## config.mk

```make
export PLATFORM = sky130hd
export DESIGN_NAME = ebrg_arbiter
export DESIGN_NICKNAME = d
export VERILOG_FILES = /design/src/ebrg_pkg.sv /design/src/ebrg_sync_if.sv /design/src/ebrg_sync.sv /design/src/ebrg_arbiter.sv
export VERILOG_INCLUDE_DIRS = /design/src
export SDC_FILE = /design/constraint.sdc
export NUM_CORES = 1
export LEC_CHECK = 0
export BUFFER_PORTS_ARGS = -buffer_cell sky130_fd_sc_hd__buf_2
export CORE_MARGIN = 2
export CORE_UTILIZATION = 36
export DETAILED_ROUTE_END_ITERATION = 7
export GPL_TIMING_DRIVEN = 0
export PLACE_DENSITY = 0.67
export SLEW_MARGIN = 40
export SYNTH_ARGS = -nofsm -noshare
export SYNTH_HDL_FRONTEND = slang
export SYNTH_SLANG_ARGS = --single-unit
```

## constraint.sdc

```tcl
create_clock -name mclk_in -period 1.7 [get_ports mclk_in]
set_input_delay 0.34 -clock mclk_in [delete_from_list [all_inputs] [get_ports mclk_in]]
set_output_delay 0.34 -clock mclk_in [all_outputs]
set_load 0.03 [all_outputs]
```

## src/ebrg_consts.svh

```systemverilog
`ifndef EBRG_CONSTS_SVH
`define EBRG_CONSTS_SVH
// Synchroniser depth for asynchronous pins
`define EBRG_SYNC_STAGES 3
// Default number of independent memory space select strobes
`define EBRG_NUM_SELECTS 5
// Default address and data widths
`define EBRG_ADDR_W 14
`define EBRG_DATA_W 24
`endif

```

## src/ebrg_pkg.sv

```systemverilog
package ebrg_pkg;
  typedef enum logic [1:0] {
    EBRG_OWNED,
    EBRG_ACCESS,
    EBRG_GRANTED
  } ebrg_state_t;
endpackage : ebrg_pkg

```

## src/ebrg_sync_if.sv

```systemverilog
`timescale 1ns/1ps
`default_nettype none
// Carries one asynchronous pin into, and its agreed level out of, the synchroniser
interface ebrg_sync_if;
  logic pin;
  logic level;
  modport owner (output pin, input level);
  modport sync  (input pin, output level);
endinterface : ebrg_sync_if
`default_nettype wire

```

## src/ebrg_sync.sv

```systemverilog
`timescale 1ns/1ps
`default_nettype none
`include "ebrg_consts.svh"
module ebrg_sync #(
  parameter logic INIT = 1'b1
) (
  input  wire logic mclk_in,
  input  wire logic rst_in,
  ebrg_sync_if.sync s
);
  logic [2:0] stage;
  logic [2:0] next_stage;
  logic       level_q;
  logic       next_level;

  // Level changes only once the second and third stages agree
  always_comb begin
    next_stage = {stage[1:0], s.pin};
    next_level = (stage[1] == stage[2]) ? stage[2] : level_q;
  end

  always_ff @(posedge mclk_in) begin
    if (rst_in) begin
      stage   <= {3{INIT}};
      level_q <= INIT;
    end else begin
      stage   <= next_stage;
      level_q <= next_level;
    end
  end

  assign s.level = level_q;
endmodule : ebrg_sync
`default_nettype wire

```

## src/ebrg_arbiter.sv

```systemverilog
// Notes on behaviour
// - Request during an external access waits; grant comes cycle after it finishes.
// - Grant may be given mid-instruction; no instruction boundary needed.
// - Two accesses in one instruction with request pending: grant between them.
// - Request withdrawn: drop grant, drive bus again, resume where stopped.
// - Request handling works during boot and while chip reset is held.
// - Grant-hang asserted when ready to run but bus is granted away.
// - After bus returns from hang, drop grant and hang, do pending access.
// - Emulator enable selects emulator reset, request, grant; normal grant tri-stated.
// - Idle bus and active request: next cycle float bus, grant, halt.
// - Continue-while-granted mode keeps running until an external access needed.
`timescale 1ns/1ps
`default_nettype none
`include "ebrg_consts.svh"
module ebrg_arbiter
  import ebrg_pkg::*;
#(
  parameter int NUM_SELECTS = `EBRG_NUM_SELECTS,
  parameter int ADDR_W      = `EBRG_ADDR_W,
  parameter int DATA_W      = `EBRG_DATA_W
) (
  input  wire logic                   mclk_in,
  input  wire logic                   rst_in,
  // Pins from the outside bus master and the emulator
  input  wire logic                   bus_request_n_in,
  input  wire logic                   emu_bus_request_n_in,
  input  wire logic                   chip_reset_n_in,
  input  wire logic                   emu_reset_n_in,
  input  wire logic                   emulator_enable_in,
  // Continue-while-granted mode
  input  wire logic                   go_mode_in,
  // Core side: an external access wanted, and its details
  input  wire logic                   core_ready_in,
  input  wire logic                   ext_req_in,
  input  wire logic                   ext_last_in,
  input  wire logic                   ext_write_in,
  input  wire logic [NUM_SELECTS-1:0] ext_select_in,
  input  wire logic [ADDR_W-1:0]      ext_addr_in,
  input  wire logic [DATA_W-1:0]      ext_wdata_in,
  output logic                        ext_ack_out,
  output logic                        core_run_out,
  output logic                        core_reset_n_out,
  // Memory interface pins
  output logic [NUM_SELECTS-1:0]      memory_space_selects_n_out,
  output logic                        mem_strobe_oe_out,
  output logic                        rd_n_out,
  output logic                        wr_n_out,
  output logic [ADDR_W-1:0]           addr_out,
  output logic                        addr_oe_out,
  output logic [DATA_W-1:0]           data_out,
  output logic                        data_oe_out,
  // Grant pins
  output logic                        bus_grant_n_out,
  output logic                        bus_grant_oe_out,
  output logic                        emu_bus_grant_n_out,
  output logic                        grant_hang_n_out
);
  // Refuse widths that leave no strobe, address or data bit to drive
  if (NUM_SELECTS < 1 || ADDR_W < 1 || DATA_W < 1) begin : g_bad_width
    $error("ebrg_arbiter: widths must be positive");
  end

  ebrg_sync_if req_if ();
  ebrg_sync_if ereq_if ();
  ebrg_sync_if ee_if ();

  assign req_if.pin  = bus_request_n_in;
  assign ereq_if.pin = emu_bus_request_n_in;
  assign ee_if.pin   = emulator_enable_in;

  // Synchronisers are reset only by rst_in, not by chip reset, so a request is seen while chip reset is held
  ebrg_sync #(.INIT(1'b1)) u_req_sync (.mclk_in(mclk_in), .rst_in(rst_in), .s(req_if));
  ebrg_sync #(.INIT(1'b1)) u_ereq_sync (.mclk_in(mclk_in), .rst_in(rst_in), .s(ereq_if));
  ebrg_sync #(.INIT(1'b0)) u_ee_sync (.mclk_in(mclk_in), .rst_in(rst_in), .s(ee_if));

  logic emu_sel;
  logic req_act;
  assign emu_sel = ee_if.level;
  assign req_act = emu_sel ? ~ereq_if.level : ~req_if.level;

  // Core reset source follows emulator enable; the pins are used directly
  assign core_reset_n_out = emulator_enable_in ? emu_reset_n_in : chip_reset_n_in;

  ebrg_state_t                state;
  ebrg_state_t                next_state;
  logic                       granted;
  logic                       hang;
  logic                       next_hang;
  logic                       start_acc;
  logic                       ack;
  logic [NUM_SELECTS-1:0]     sel_q;
  logic [NUM_SELECTS-1:0]     next_sel;
  logic                       rd_q;
  logic                       next_rd;
  logic                       wr_q;
  logic                       next_wr;
  logic [ADDR_W-1:0]          addr_q;
  logic [ADDR_W-1:0]          next_addr;
  logic [DATA_W-1:0]          data_q;
  logic [DATA_W-1:0]          next_data;
  logic                       mid_instr;
  logic                       next_mid;

  assign granted = (state == EBRG_GRANTED);

  // Arbitration ignores core reset so requests are served while reset is held
  always_comb begin
    next_state = state;
    start_acc  = 1'b0;
    ack        = 1'b0;
    case (state)
      EBRG_OWNED: begin
        if (req_act) begin
          next_state = EBRG_GRANTED;
        end else if (ext_req_in) begin
          next_state = EBRG_ACCESS;
          start_acc  = 1'b1;
        end
      end
      EBRG_ACCESS: begin
        // The access in flight always finishes before the bus is released
        ack = 1'b1;
        if (req_act) begin
          next_state = EBRG_GRANTED;
        end else begin
          // The core shows its next access only after this ack; chaining here
          // would repeat the old address, so a follow-on access starts idle
          next_state = EBRG_OWNED;
        end
      end
      EBRG_GRANTED: begin
        if (!req_act) begin
          next_state = EBRG_OWNED;
        end
      end
      default: begin
        next_state = EBRG_OWNED;
      end
    endcase
  end

  always_ff @(posedge mclk_in) begin
    if (rst_in) begin
      state <= EBRG_OWNED;
    end else begin
      state <= next_state;
    end
  end

  // Hang means the core could run but the bus is away; it drops with the grant
  always_comb begin
    next_hang = 1'b0;
    if (granted && req_act) begin
      next_hang = core_ready_in && (ext_req_in || !go_mode_in);
    end
  end

  always_ff @(posedge mclk_in) begin
    if (rst_in) begin
      hang <= 1'b0;
    end else begin
      hang <= next_hang;
    end
  end

  // Strobes stand for exactly one cycle per access
  always_comb begin
    next_sel  = {NUM_SELECTS{1'b1}};
    next_rd   = 1'b1;
    next_wr   = 1'b1;
    next_addr = addr_q;
    next_data = data_q;
    next_mid  = mid_instr;
    if (start_acc) begin
      next_sel  = ~ext_select_in;
      next_rd   = ext_write_in;
      next_wr   = ~ext_write_in;
      next_addr = ext_addr_in;
      next_data = ext_wdata_in;
    end
    // An unfinished instruction keeps go mode from running past it
    if (ack) begin
      next_mid = !ext_last_in;
    end
  end

  always_ff @(posedge mclk_in) begin
    if (rst_in) begin
      sel_q     <= {NUM_SELECTS{1'b1}};
      rd_q      <= 1'b1;
      wr_q      <= 1'b1;
      addr_q    <= '0;
      data_q    <= '0;
      mid_instr <= 1'b0;
    end else begin
      sel_q     <= next_sel;
      rd_q      <= next_rd;
      wr_q      <= next_wr;
      addr_q    <= next_addr;
      data_q    <= next_data;
      mid_instr <= next_mid;
    end
  end

  assign ext_ack_out = ack;
  // Go mode runs on while granted, stalling when an external access is wanted or the instruction is unfinished
  assign core_run_out = !granted || (go_mode_in && !ext_req_in && !mid_instr);

  assign memory_space_selects_n_out = sel_q;
  assign rd_n_out                   = rd_q;
  assign wr_n_out                   = wr_q;
  assign addr_out                   = addr_q;
  assign data_out                   = data_q;
  assign mem_strobe_oe_out          = !granted;
  assign addr_oe_out                = !granted;
  assign data_oe_out                = !granted && !wr_q;

  // Normal grant floats in emulation; emulator grant carries it instead
  assign bus_grant_n_out     = !(granted && !emu_sel);
  assign bus_grant_oe_out    = !emu_sel;
  assign emu_bus_grant_n_out = !(granted && emu_sel);
  assign grant_hang_n_out    = !hang;
endmodule : ebrg_arbiter
`default_nettype wire

```

==> metrics.md, run 1 <==
| Metric | Value |
|---|---|
| Status | finished, final reports clean |
| Crit path required time | 1.36 ns |
| Number of top-level pins | 110 |
| Flop pwr share | 0.428 |
| Gr usage total | 0.150 |
| Synth top area cells | dfxtp_1 50%, nand2b_1 20%, mux2i_1 15% |
| YS warnings | 0 |
| Setup TNS | 0 ns |
| Syn nets | 291 |
| Die footprint | 7510 µm² |
| Post-synthesis mux area share | 0.165 |
| Starting Density | 0.366 |
| Clk Latency, worst-skew pair | 0.33 ns |
| RSZ-0062 raised after global routing | no |
| # H-tree levels | 3 |
| Global placer's final weighted congestion | 0.689 |
| CTS Sinks | 61 |
| Area grow syn2layout | 36.6% |
| DP HPWL | 4.06 mm |
| Sw power | 0.000879 W |
| Routed len/inst | 12.2 µm |
| Clk buf depth | 2 |
| Root buf cell | clkbuf_8 |
| Multi-input gate area | 1130 µm² |
| Final hold slack | 0.162 ns |
| Crit path max fanout | 6 |
| Main combinational cell family by area after synthesis | simple AND/OR/NAND/NOR gates |
| ANT nets after route | 0 |
| R2R Setup Slk | 0.19 ns |
| Commonest non-fill, non-tap cell in the layout | buf_2 |
| CTS buffer count | 9 |
| Cell count after synthesis | 236 |
| Post-route clock period utilization | 0.944 |
| Register area share after synthesis | 0.497 |
| Power Internal | 0.00274 W |
| Adder-Cell Fraction of Synth Area | 0 |
| Vias in the first global route | 1863 |
| Die X | 86.6 µm |
| Synth top area share | 0.497 |
| Synth cell types | 21 |
| Cell Area, Synth | 2460 µm² |
| Final setup vio count | 0 |
| Clock power frac | 0.431 |
| Layout Utilization | 0.500 |
| CP startpoint kind | flop |
| Most frequent cells in the layout | 108 x buf_2, 80 x nand2b_1, 60 x dfxtp_1 |
| CTS tree | built |
| Layout fillers | 632 |
| Peak supply drop | 433 µV |
| Setup Skew | 0.00432 ns |
| Routed vias | 1979 |
| Post-route insts no fill | 441 |
| Antenna fix cells | 0 |
| Layout cells sized above 1 | 0.388 |
| CTS clk-pin slew, worst paths | 0.07 ns |
| EDFF count, synth | 0 |
| Hold Crit Class | in -> reg |
| Residual DRC | 0 |
| Die Ht | 86.6 µm |
| Syn Area/Cell | 10.4 µm² |
| GR Overflow Total | 0 |
| FP Rows | 30 |
| FMAX | 623 MHz |
| DRT Wirelength | 5.37 mm |
| Synth Area in Compound Gates | 0.0214 |
| Area leader, netlist | dfxtp_1 |
| Pre-antenna DRT Iters | 3 |
| Crit end category | primary output |
| Placed cell areas | 3100 µm² |
| Crit path DAT | 1.27 ns |
| Core box area | 6720 µm² |
| Leak | 1.54 nW |
| Global-route wire length before repair | 8.67 mm |
| Least-Margin Pin Slew | 0.504 ns |
| Initial drt markers | 34 |
| Port Buffers | 108 |
| Min cycle time layout | 1.61 ns |
| Comb pwr share | 0.142 |
| Avg Vias per Cell | 4.49 |
| Nets | 411 |
| Initial antenna violation count | 0 |
| Post-synth top flop | dfxtp_1 |
| Post-Place Cells | 424 |
| PwrDens | 1080 nW/µm² |
| Switching share of power | 0.243 |
| Post-Synth Simple-Gate Area | 0.270 |
| Setup CP Type | reg -> out |
| Final instance area | 3360 µm² |
| Synth Register Bits | 61 |
| Max Slew Vio Count | 0 |
| Pin count of the biggest net entering global routing | 11 |
| Post-Synth XOR/XNOR Area | 0 |
| Register Area | 1220 µm² |
| Final Hold Violating Endpoints | 0 |
| Async set-or-reset flop fraction in the synthesized netlist | 0 |
| Slew headroom | 0.664 |
| Max Cap Viol | 0 |
-- synthesized netlist by cell type (2+ instances only) --
library cell and instances:
buf_4 2, dfxtp_1 61, o21ai_0 2, a21oi_1 4, or2_2 6, nor2b_1 5
nand2b_1 80, inv_1 3, mux2i_1 38, o21bai_1 2, clkbuf_1 10, buf_12 2
nand2_1 9, nor2_1 5
-- path summary, 6_finish.rpt --
kind,cells past startpoint,endpoint,from
setup / recovery,4,mem_strobe_oe_out,state[1]
hold / removal,2,memory_space_selects_n_out[2],ext_select_in[2]
setup reg to reg,5,data_out[19],u_ee_sync.s.level
hold reg to reg,1,u_req_sync.stage[1],u_req_sync.stage[0]
-- area by class of cell --
cell class	instances	share of cell area
flip-flops and latches	61	0.365
multi-input cells	157	0.336
inverters	3	0.00335
plain buffers	15	0.0309
repair buffers	109	0.163
clock buffers	12	0.0432
clock inverters	4	0.0283
well taps	80	0.0298
-- registers in the layout, summed over array words and instances, names as in the netlist --
register                    count
mid_instr                       1
memory_space_selects_n_out      5
wr_n_out                        1
u_ereq_sync.stage               3
u_ee_sync.stage                 3
u_req_sync.stage                3
u_ereq_sync.s.level             1
u_ee_sync.s.level               1
rd_n_out                        1
data_out                       24
u_req_sync.s.level              1
state                           2
hang                            1
addr_out                       14
-- logic make-up after synthesis --
group / Yosys count
AOI/OAI and AO/OA: 9
buffers and inverters: 18
DFF: 61
muxes: 40
and+or+nand+nor: 108
-- per-stage QoR --
stage	power, W	setup slack (ns)
floorplan	0.00192	0.181
global placement	0.00209	0.0798
detailed placement	0.00210	0.0806
CTS	0.00367	0.00356
global route	0.00378	0.0141
finish	0.00362	0.0949
-- routing by layer --
| metal | vias to the layer above | routed length, µm | GRT usage |
|---|---|---|---|
| li1 | 996 | - | - |
| met1 | 915 | 2250 | 0.175 |
| met2 | 59 | 2750 | 0.252 |
| met3 | 9 | 259 | 0.0324 |
| met4 | 0 | 108 | 0.0866 |
| met5 | - | 0 | 0 |
-- power by group through the flow --
stage | combinational [W] | sequential, W | clock, W
after floorplan | 0.000210 | 0.00171 | 0
after global routing | 0.000556 | 0.00155 | 0.00167
after detailed placement | 0.000521 | 0.00158 | 0
after CTS | 0.000523 | 0.00155 | 0.00160
final | 0.000512 | 0.00155 | 0.00156
after global placement | 0.000515 | 0.00158 | 0
-- timing repair --
| item | in CTS | in global routing |
|---|---|---|
| hold buffers | 0 | 0 |
| setup endpoints to repair | 6 | 1 |
| gates resized for setup | 3 | 1 |
| setup buffers | 0 | 1 |
-- worst max-delay path, stage by stage (launching register included) --
cell and delay [ns]:
dfxtp_4 0.37, nor2b_4 0.21, inv_1 0.07, buf_4 0.12
buf_2 0.16
Note: power is estimated with default switching activity, not from simulation.
==> run 2, diff against run 1 <==
--- a/config.mk
+++ b/config.mk
@@ -11,6 +11,7 @@
 export CORE_UTILIZATION = 36
 export DETAILED_ROUTE_END_ITERATION = 7
 export GPL_TIMING_DRIVEN = 0
+export MAX_ROUTING_LAYER = met4
 export PLACE_DENSITY = 0.67
 export SLEW_MARGIN = 40
 export SYNTH_ARGS = -nofsm -noshare
==> metrics.md, run 2 (same netlist as run 1, synthesis figures left out) <==
| Metric | Value |
|---|---|
| Slew headroom | 0.664 (about the same) |
| CTS Sinks | 61 (unchanged) |
| Final setup vio count | 0 (unchanged) |
| Routed len/inst | 12.2 µm (+0.22%) |
| Routed vias | 1974 (-0.25%) |
| Setup CP Type | reg -> out |
| Pin count of the biggest net entering global routing | 11 (unchanged) |
| Min cycle time layout | 1.60 ns (-0.00205 ns) |
| Post-route clock period utilization | 0.943 (-0.00121) |
| Antenna fix cells | 0 (unchanged) |
| Setup Skew | 0.00545 ns (+0.00113 ns) |
| Max FFs per register | 24 (unchanged) |
| FP Rows | 30 (unchanged) |
| Max Cap Viol | 0 (unchanged) |
| Layout cells sized above 1 | 0.388 (unchanged) |
| CTS buffer count | 9 (unchanged) |
| ANT nets after route | 0 (unchanged) |
| Final worst slack | 0.0970 ns (+0.00205 ns) |
| Global-route wire length before repair | 8.69 mm (+0.24%) |
| RSZ-0062 raised after global routing | no |
| Max Slew Vio Count | 0 (unchanged) |
| Commonest non-fill, non-tap cell in the layout | buf_2 |
| CTS clk-pin slew, worst paths | 0.06 ns (about the same) |
| Avg Vias per Cell | 4.48 (-0.25%) |
| Nets | 411 (unchanged) |
| Clk Latency, worst-skew pair | 0.33 ns (about the same) |
| Core box area | 6720 µm² (unchanged) |
| Pre-antenna DRT Iters | 2 (-1) |
| Crit path DAT | 1.26 ns (about the same) |
| Hold Path Cell Cnt | 2 (unchanged) |
| DRT Wirelength | 5.38 mm (+0.22%) |
| Final Hold Violating Endpoints | 0 (unchanged) |
| Die footprint | 7510 µm² (unchanged) |
| # hold bufs at CTS | 0 (unchanged) |
| Initial drt markers | 42 (+24%) |
| FMAX | 624 MHz (+0.13%) |
| PwrDens | 1080 nW/µm² (about the same) |
| Vias in the first global route | 1867 (+0.21%) |
| Crit path required time | 1.36 ns (about the same) |
| DP Worst Slack | 0.0806 ns (unchanged) |
| Final Power | 0.00362 W (about the same) |
| Die Ht | 86.6 µm (unchanged) |
| Die X | 86.6 µm (unchanged) |
| Peak supply drop | 433 µV (about the same) |
| Setup TNS | 0 ns (unchanged) |
| Crit end category | primary output |
| Port Buffers | 108 (unchanged) |
| Hold Crit Class | in -> reg |
| Worst r2r path cells | 5 (unchanged) |
| DP HPWL | 4.06 mm (unchanged) |
| Initial antenna violation count | 0 (unchanged) |
| Leak | 1.54 nW (unchanged) |
| CP startpoint kind | flop |
| Most frequent cells in the layout | 108 x buf_2, 80 x nand2b_1, 60 x dfxtp_1 |
| CTS tree | built |
| Starting Density | 0.366 (unchanged) |
| Root buf cell | clkbuf_8 |
| Global placer's final weighted congestion | 0.697 (+1.0%) |
| Residual DRC | 0 (unchanged) |
| # H-tree levels | 3 (unchanged) |
| Clk buf depth | 2 (unchanged) |
| Gr usage total | 0.154 (+0.00378) |
| Number of top-level pins | 110 (unchanged) |
| Crit path max fanout | 6 (unchanged) |
| Area grow syn2layout | 36.6% (unchanged) |
| Least-Margin Pin Slew | 0.504 ns (+0.00000644 ns) |
| Status | finished, final reports clean |
| GR Overflow Total | 0 (unchanged) |
run 2: cell counts in the layout (fill, tap and decap cells not counted):
Identical to the previous run, type by type.
run 2: layout make-up:
type / instances / area [µm²]
fillers: 632 / 3360
clock buffers: 12 / 145
repair buffers: 109 / 548
clock inverters: 4 / 95.1
plain buffers: 15 / 104
flip-flops and latches: 61 / 1220
inverters: 3 / 11.3
multi-input cells: 157 / 1130
well taps: 80 / 100
run 2: per-layer routing:
layer | up-vias | GRT usage | share of wire
met5 | - | - | 0
met4 | 0 | 0.0866 | 0.023
met3 | 10 | 0.0276 | 0.045
met2 | 59 | 0.253 | 0.51
met1 | 909 | 0.176 | 0.42
li1 | 996 | - | -
run 2: path summary, 6_finish.rpt:
kind         slack, ns           startpoint                            end
min reg2reg       0.43  u_req_sync.stage[0]            u_req_sync.stage[1]
min               0.16     ext_select_in[2]  memory_space_selects_n_out[2]
max reg2reg       0.19    u_ee_sync.s.level                   data_out[19]
max                0.1             state[1]              mem_strobe_oe_out
run 2: power by group:
group          total, W  internal, W  switching (W)
logic          0.000512     0.000215       0.000297
registers       0.00155      0.00151      0.0000377
clock network   0.00156      0.00101       0.000546
total           0.00362      0.00274       0.000881
run 2: stage by stage:
stage          instance area [µm²]  hold slack (ns)  cells   util
2_1_floorplan                 2460            0.389    236      -
3_3_place_gp                  3100            0.393    424  0.461
6_report                      3360            0.163    441  0.500
5_1_grt                       3360            0.157    441  0.500
4_1_cts                       3350            0.148    440  0.498
3_5_place_dp                  3100            0.416    424  0.461
run 2: what timing repair did:
item	4_1_cts	5_1_grt
setup endpoints to repair	6	1
gates cloned	0	0
setup buffers	0	1
resized for setup	3	1
run 2: worst max-delay path, cell delays in order (launching register included):
cell,delay (ns)
dfxtp_4,0.37
nor2b_4,0.21
inv_1,0.07
buf_4,0.12
buf_2,0.16
==> run 3, diff against run 2 <==
--- a/config.mk
+++ b/config.mk
@@ -6,6 +6,7 @@
 export SDC_FILE = /design/constraint.sdc
 export NUM_CORES = 1
 export LEC_CHECK = 0
+export ABC_AREA = 1
 export BUFFER_PORTS_ARGS = -buffer_cell sky130_fd_sc_hd__buf_2
 export CORE_MARGIN = 2
 export CORE_UTILIZATION = 36
==> metrics.md, run 3 <==
| Metric | Value |
|---|---|
| CTS clk-pin slew, worst paths | 0.07 ns (about the same) |
| Hold Startpoint | ext_select_in[3] |
| Final Hold Violating Endpoints | 0 (unchanged) |
| Max Slew Vio Count | 0 (unchanged) |
| Vias in the first global route | 2116 (+13%) |
| Status | finished, final reports clean |
| Root buf cell | clkbuf_8 |
| PwrDens | 1130 nW/µm² (+4.7%) |
| Post-Place Cells | 518 (+22%) |
| Global placer's final weighted congestion | 0.762 (+9.4%) |
| Register area share after synthesis | 0.513 (+0.0159) |
| Die footprint | 7280 µm² (-3.0%) |
| Area grow syn2layout | 37.4% |
| Core box area | 6390 µm² (-5.0%) |
| Crit end category | primary output |
| Worst R2R End | data_out[21] |
| Post-synth top flop | dfxtp_1 |
| # H-tree levels | 3 (unchanged) |
| Post-route clock period utilization | 0.935 (-0.00827) |
| GR Overflow Total | 0 (unchanged) |
| Pre-antenna DRT Iters | 4 (+2) |
| Syn Area/Cell | 7.18 µm² (-31%) |
| Clk Latency, worst-skew pair | 0.33 ns (about the same) |
| DP HPWL | 4.20 mm (+3.5%) |
| Syn nets | 387 (+33%) |
| CP startpoint kind | flop |
| Commonest non-fill, non-tap cell in the layout | buf_2 |
| Min cycle time layout | 1.59 ns (-0.0141 ns) |
| Slew headroom | 0.675 (+0.0108) |
| Setup Skew | 0.00832 ns (+0.00287 ns) |
| Leak | 1.81 nW (+18%) |
| RR Startpoint | u_ee_sync.s.level |
| Port Buffers | 109 (+0.93%) |
| Clk buf depth | 2 (unchanged) |
| Endpoint, Worst Hold | memory_space_selects_n_out[3] |
| Final setup vio count | 0 (unchanged) |
| Hold Crit Class | in -> reg |
| DRT Wirelength | 5.71 mm (+6.1%) |
| YS warnings | 0 (unchanged) |
| Most frequent cells after synthesis | 83 x nor2_1, 61 x dfxtp_1, 58 x nand2_1 |
| Max FFs per register | 24 (unchanged) |
| Die X | 85.3 µm (-1.5%) |
| Synth top area share | 0.513 (+0.0159) |
| Gr usage total | 0.166 (+0.0127) |
| Crit path max fanout | 6 (unchanged) |
| Starting Density | 0.373 (+0.00712) |
| Area leader, netlist | dfxtp_1 |
| Routed len/inst | 10.7 µm (-12%) |
| Crit path required time | 1.36 ns (about the same) |
| Synth cell types | 19 (-9.5%) |
| Most common cell in the netlist | nor2_1 |
| Setup CP Type | reg -> out |
| Antenna fix cells | 0 (unchanged) |
| Routed vias | 2355 (+19%) |
| CTS Sinks | 61 (unchanged) |
| CTS buffer count | 9 (unchanged) |
| Nets | 507 (+23%) |
| Crit path DAT | 1.25 ns (about the same) |
| Initial drt markers | 75 (+79%) |
| Avg Vias per Cell | 4.41 (-1.5%) |
| Max Cap Viol | 0 (unchanged) |
| Global-route wire length before repair | 9.25 mm (+6.4%) |
| Synth top area cells | dfxtp_1 51%, nor2_1 13%, nand2_1 9.1% |
| Worst r2r path cells | 7 (+2) |
| Async set-or-reset flop fraction in the synthesized netlist | 0 (unchanged) |
| Hold Path Cell Cnt | 2 (unchanged) |
| Number of top-level pins | 110 (unchanged) |
| ANT nets after route | 0 (unchanged) |
| Layout cells sized above 1 | 0.328 (-0.0596) |
| Synth Register Bits | 61 (unchanged) |
| Residual DRC | 0 (unchanged) |
| Least-Margin Pin Slew | 0.485 ns (-0.0189 ns) |
| RSZ-0062 raised after global routing | no |
| EDFF count, synth | 0 (unchanged) |
| FP Rows | 29 (-3.3%) |
| Post-CTS Setup Bufs | 0 (unchanged) |
| Initial antenna violation count | 0 (unchanged) |
| Cell count after synthesis | 332 (+41%) |
| Most frequent cells in the layout | 115 x buf_2, 82 x nor2_1, 60 x dfxtp_1 |
| Cell Area, Synth | 2380 µm² (-3.1%) |
| Pin count of the biggest net entering global routing | 11 (unchanged) |
| Peak supply drop | 651 µV (+50%) |
| FMAX | 629 MHz (+0.88%) |
| Post-route insts no fill | 534 (+21%) |
| R2R Setup Slk | 0.31 ns (+0.12 ns) |
| Setup TNS | 0 ns (unchanged) |
| CTS tree | built |
| Die Ht | 85.3 µm (-1.5%) |
==> run 3: what timing repair did <==
| item | 4_1_cts | 5_1_grt |
|---|---|---|
| hold buffers | 0 | 0 |
| endpoints found under the setup margin | 2 | 3 |
| gates resized for setup | 1 | 2 |
==> run 3: worst max path at each step <==
stage               slack [ns]        from                end  depth (start not counted)
floorplan                 0.23  ext_req_in       core_run_out                          3
detailed placement        0.19      rst_in        addr_out[6]                          6
global route              0.04    state[1]  mem_strobe_oe_out                          5
finish                    0.11    state[1]  mem_strobe_oe_out                          5
global placement          0.23      rst_in        addr_out[6]                          6
CTS                       0.01    state[1]  mem_strobe_oe_out                          5
==> run 3: routing by layer <==
layer  track usage  wire length (µm)  vias to the layer above
li1              -                 -                     1228
met1         0.192              2570                     1047
met2         0.268              2650                       70
met3        0.0438               401                       10
met4        0.0823                83                        0
met5             -                 0                        -
==> run 3: through the flow <==
stage	util	setup WS [ns]	power, W	hold WS [ns]	area [µm²]
final	0.513	0.111	0.00369	0.165	3270
after global placement	0.474	0.232	0.00216	0.390	3020
after detailed placement	0.474	0.195	0.00217	0.396	3020
after floorplan	-	0.233	0.00197	0.388	2380
after CTS	0.512	0.0135	0.00374	0.147	3270
after global routing	0.513	0.0426	0.00386	0.148	3270
==> run 3: kinds of logic after synthesis <==
family	Yosys count	synth area share
and+or+nand+nor	192	0.338
buffers and inverters	69	0.126
DFF	61	0.513
AOI/OAI and AO/OA	10	0.0231
==> run 3: cell type report <==
type,instances,area [µm²]
fill,654,3110
sequential,61,1220
timing repair buffer,109,546
clock inverter,4,95.1
inverter,51,191
tap,77,96.3
multi-input combinational,202,868
buffer,18,109
clock buffer,12,145
==> run 3: worst max-delay path: stages (launching register included) <==
cell and delay [ns]:
dfxtp_2 0.35, inv_2 0.06, nor2_4 0.14, inv_1 0.08, buf_4 0.13, buf_2 0.16
==> run 3: report_power, final <==
part	internal, W	switching, W	leakage, nW	total [W]
clock network	0.00101	0.000543	0.121	0.00156
logic	0.000198	0.000371	1.19	0.000569
registers	0.00152	0.0000429	0.505	0.00157
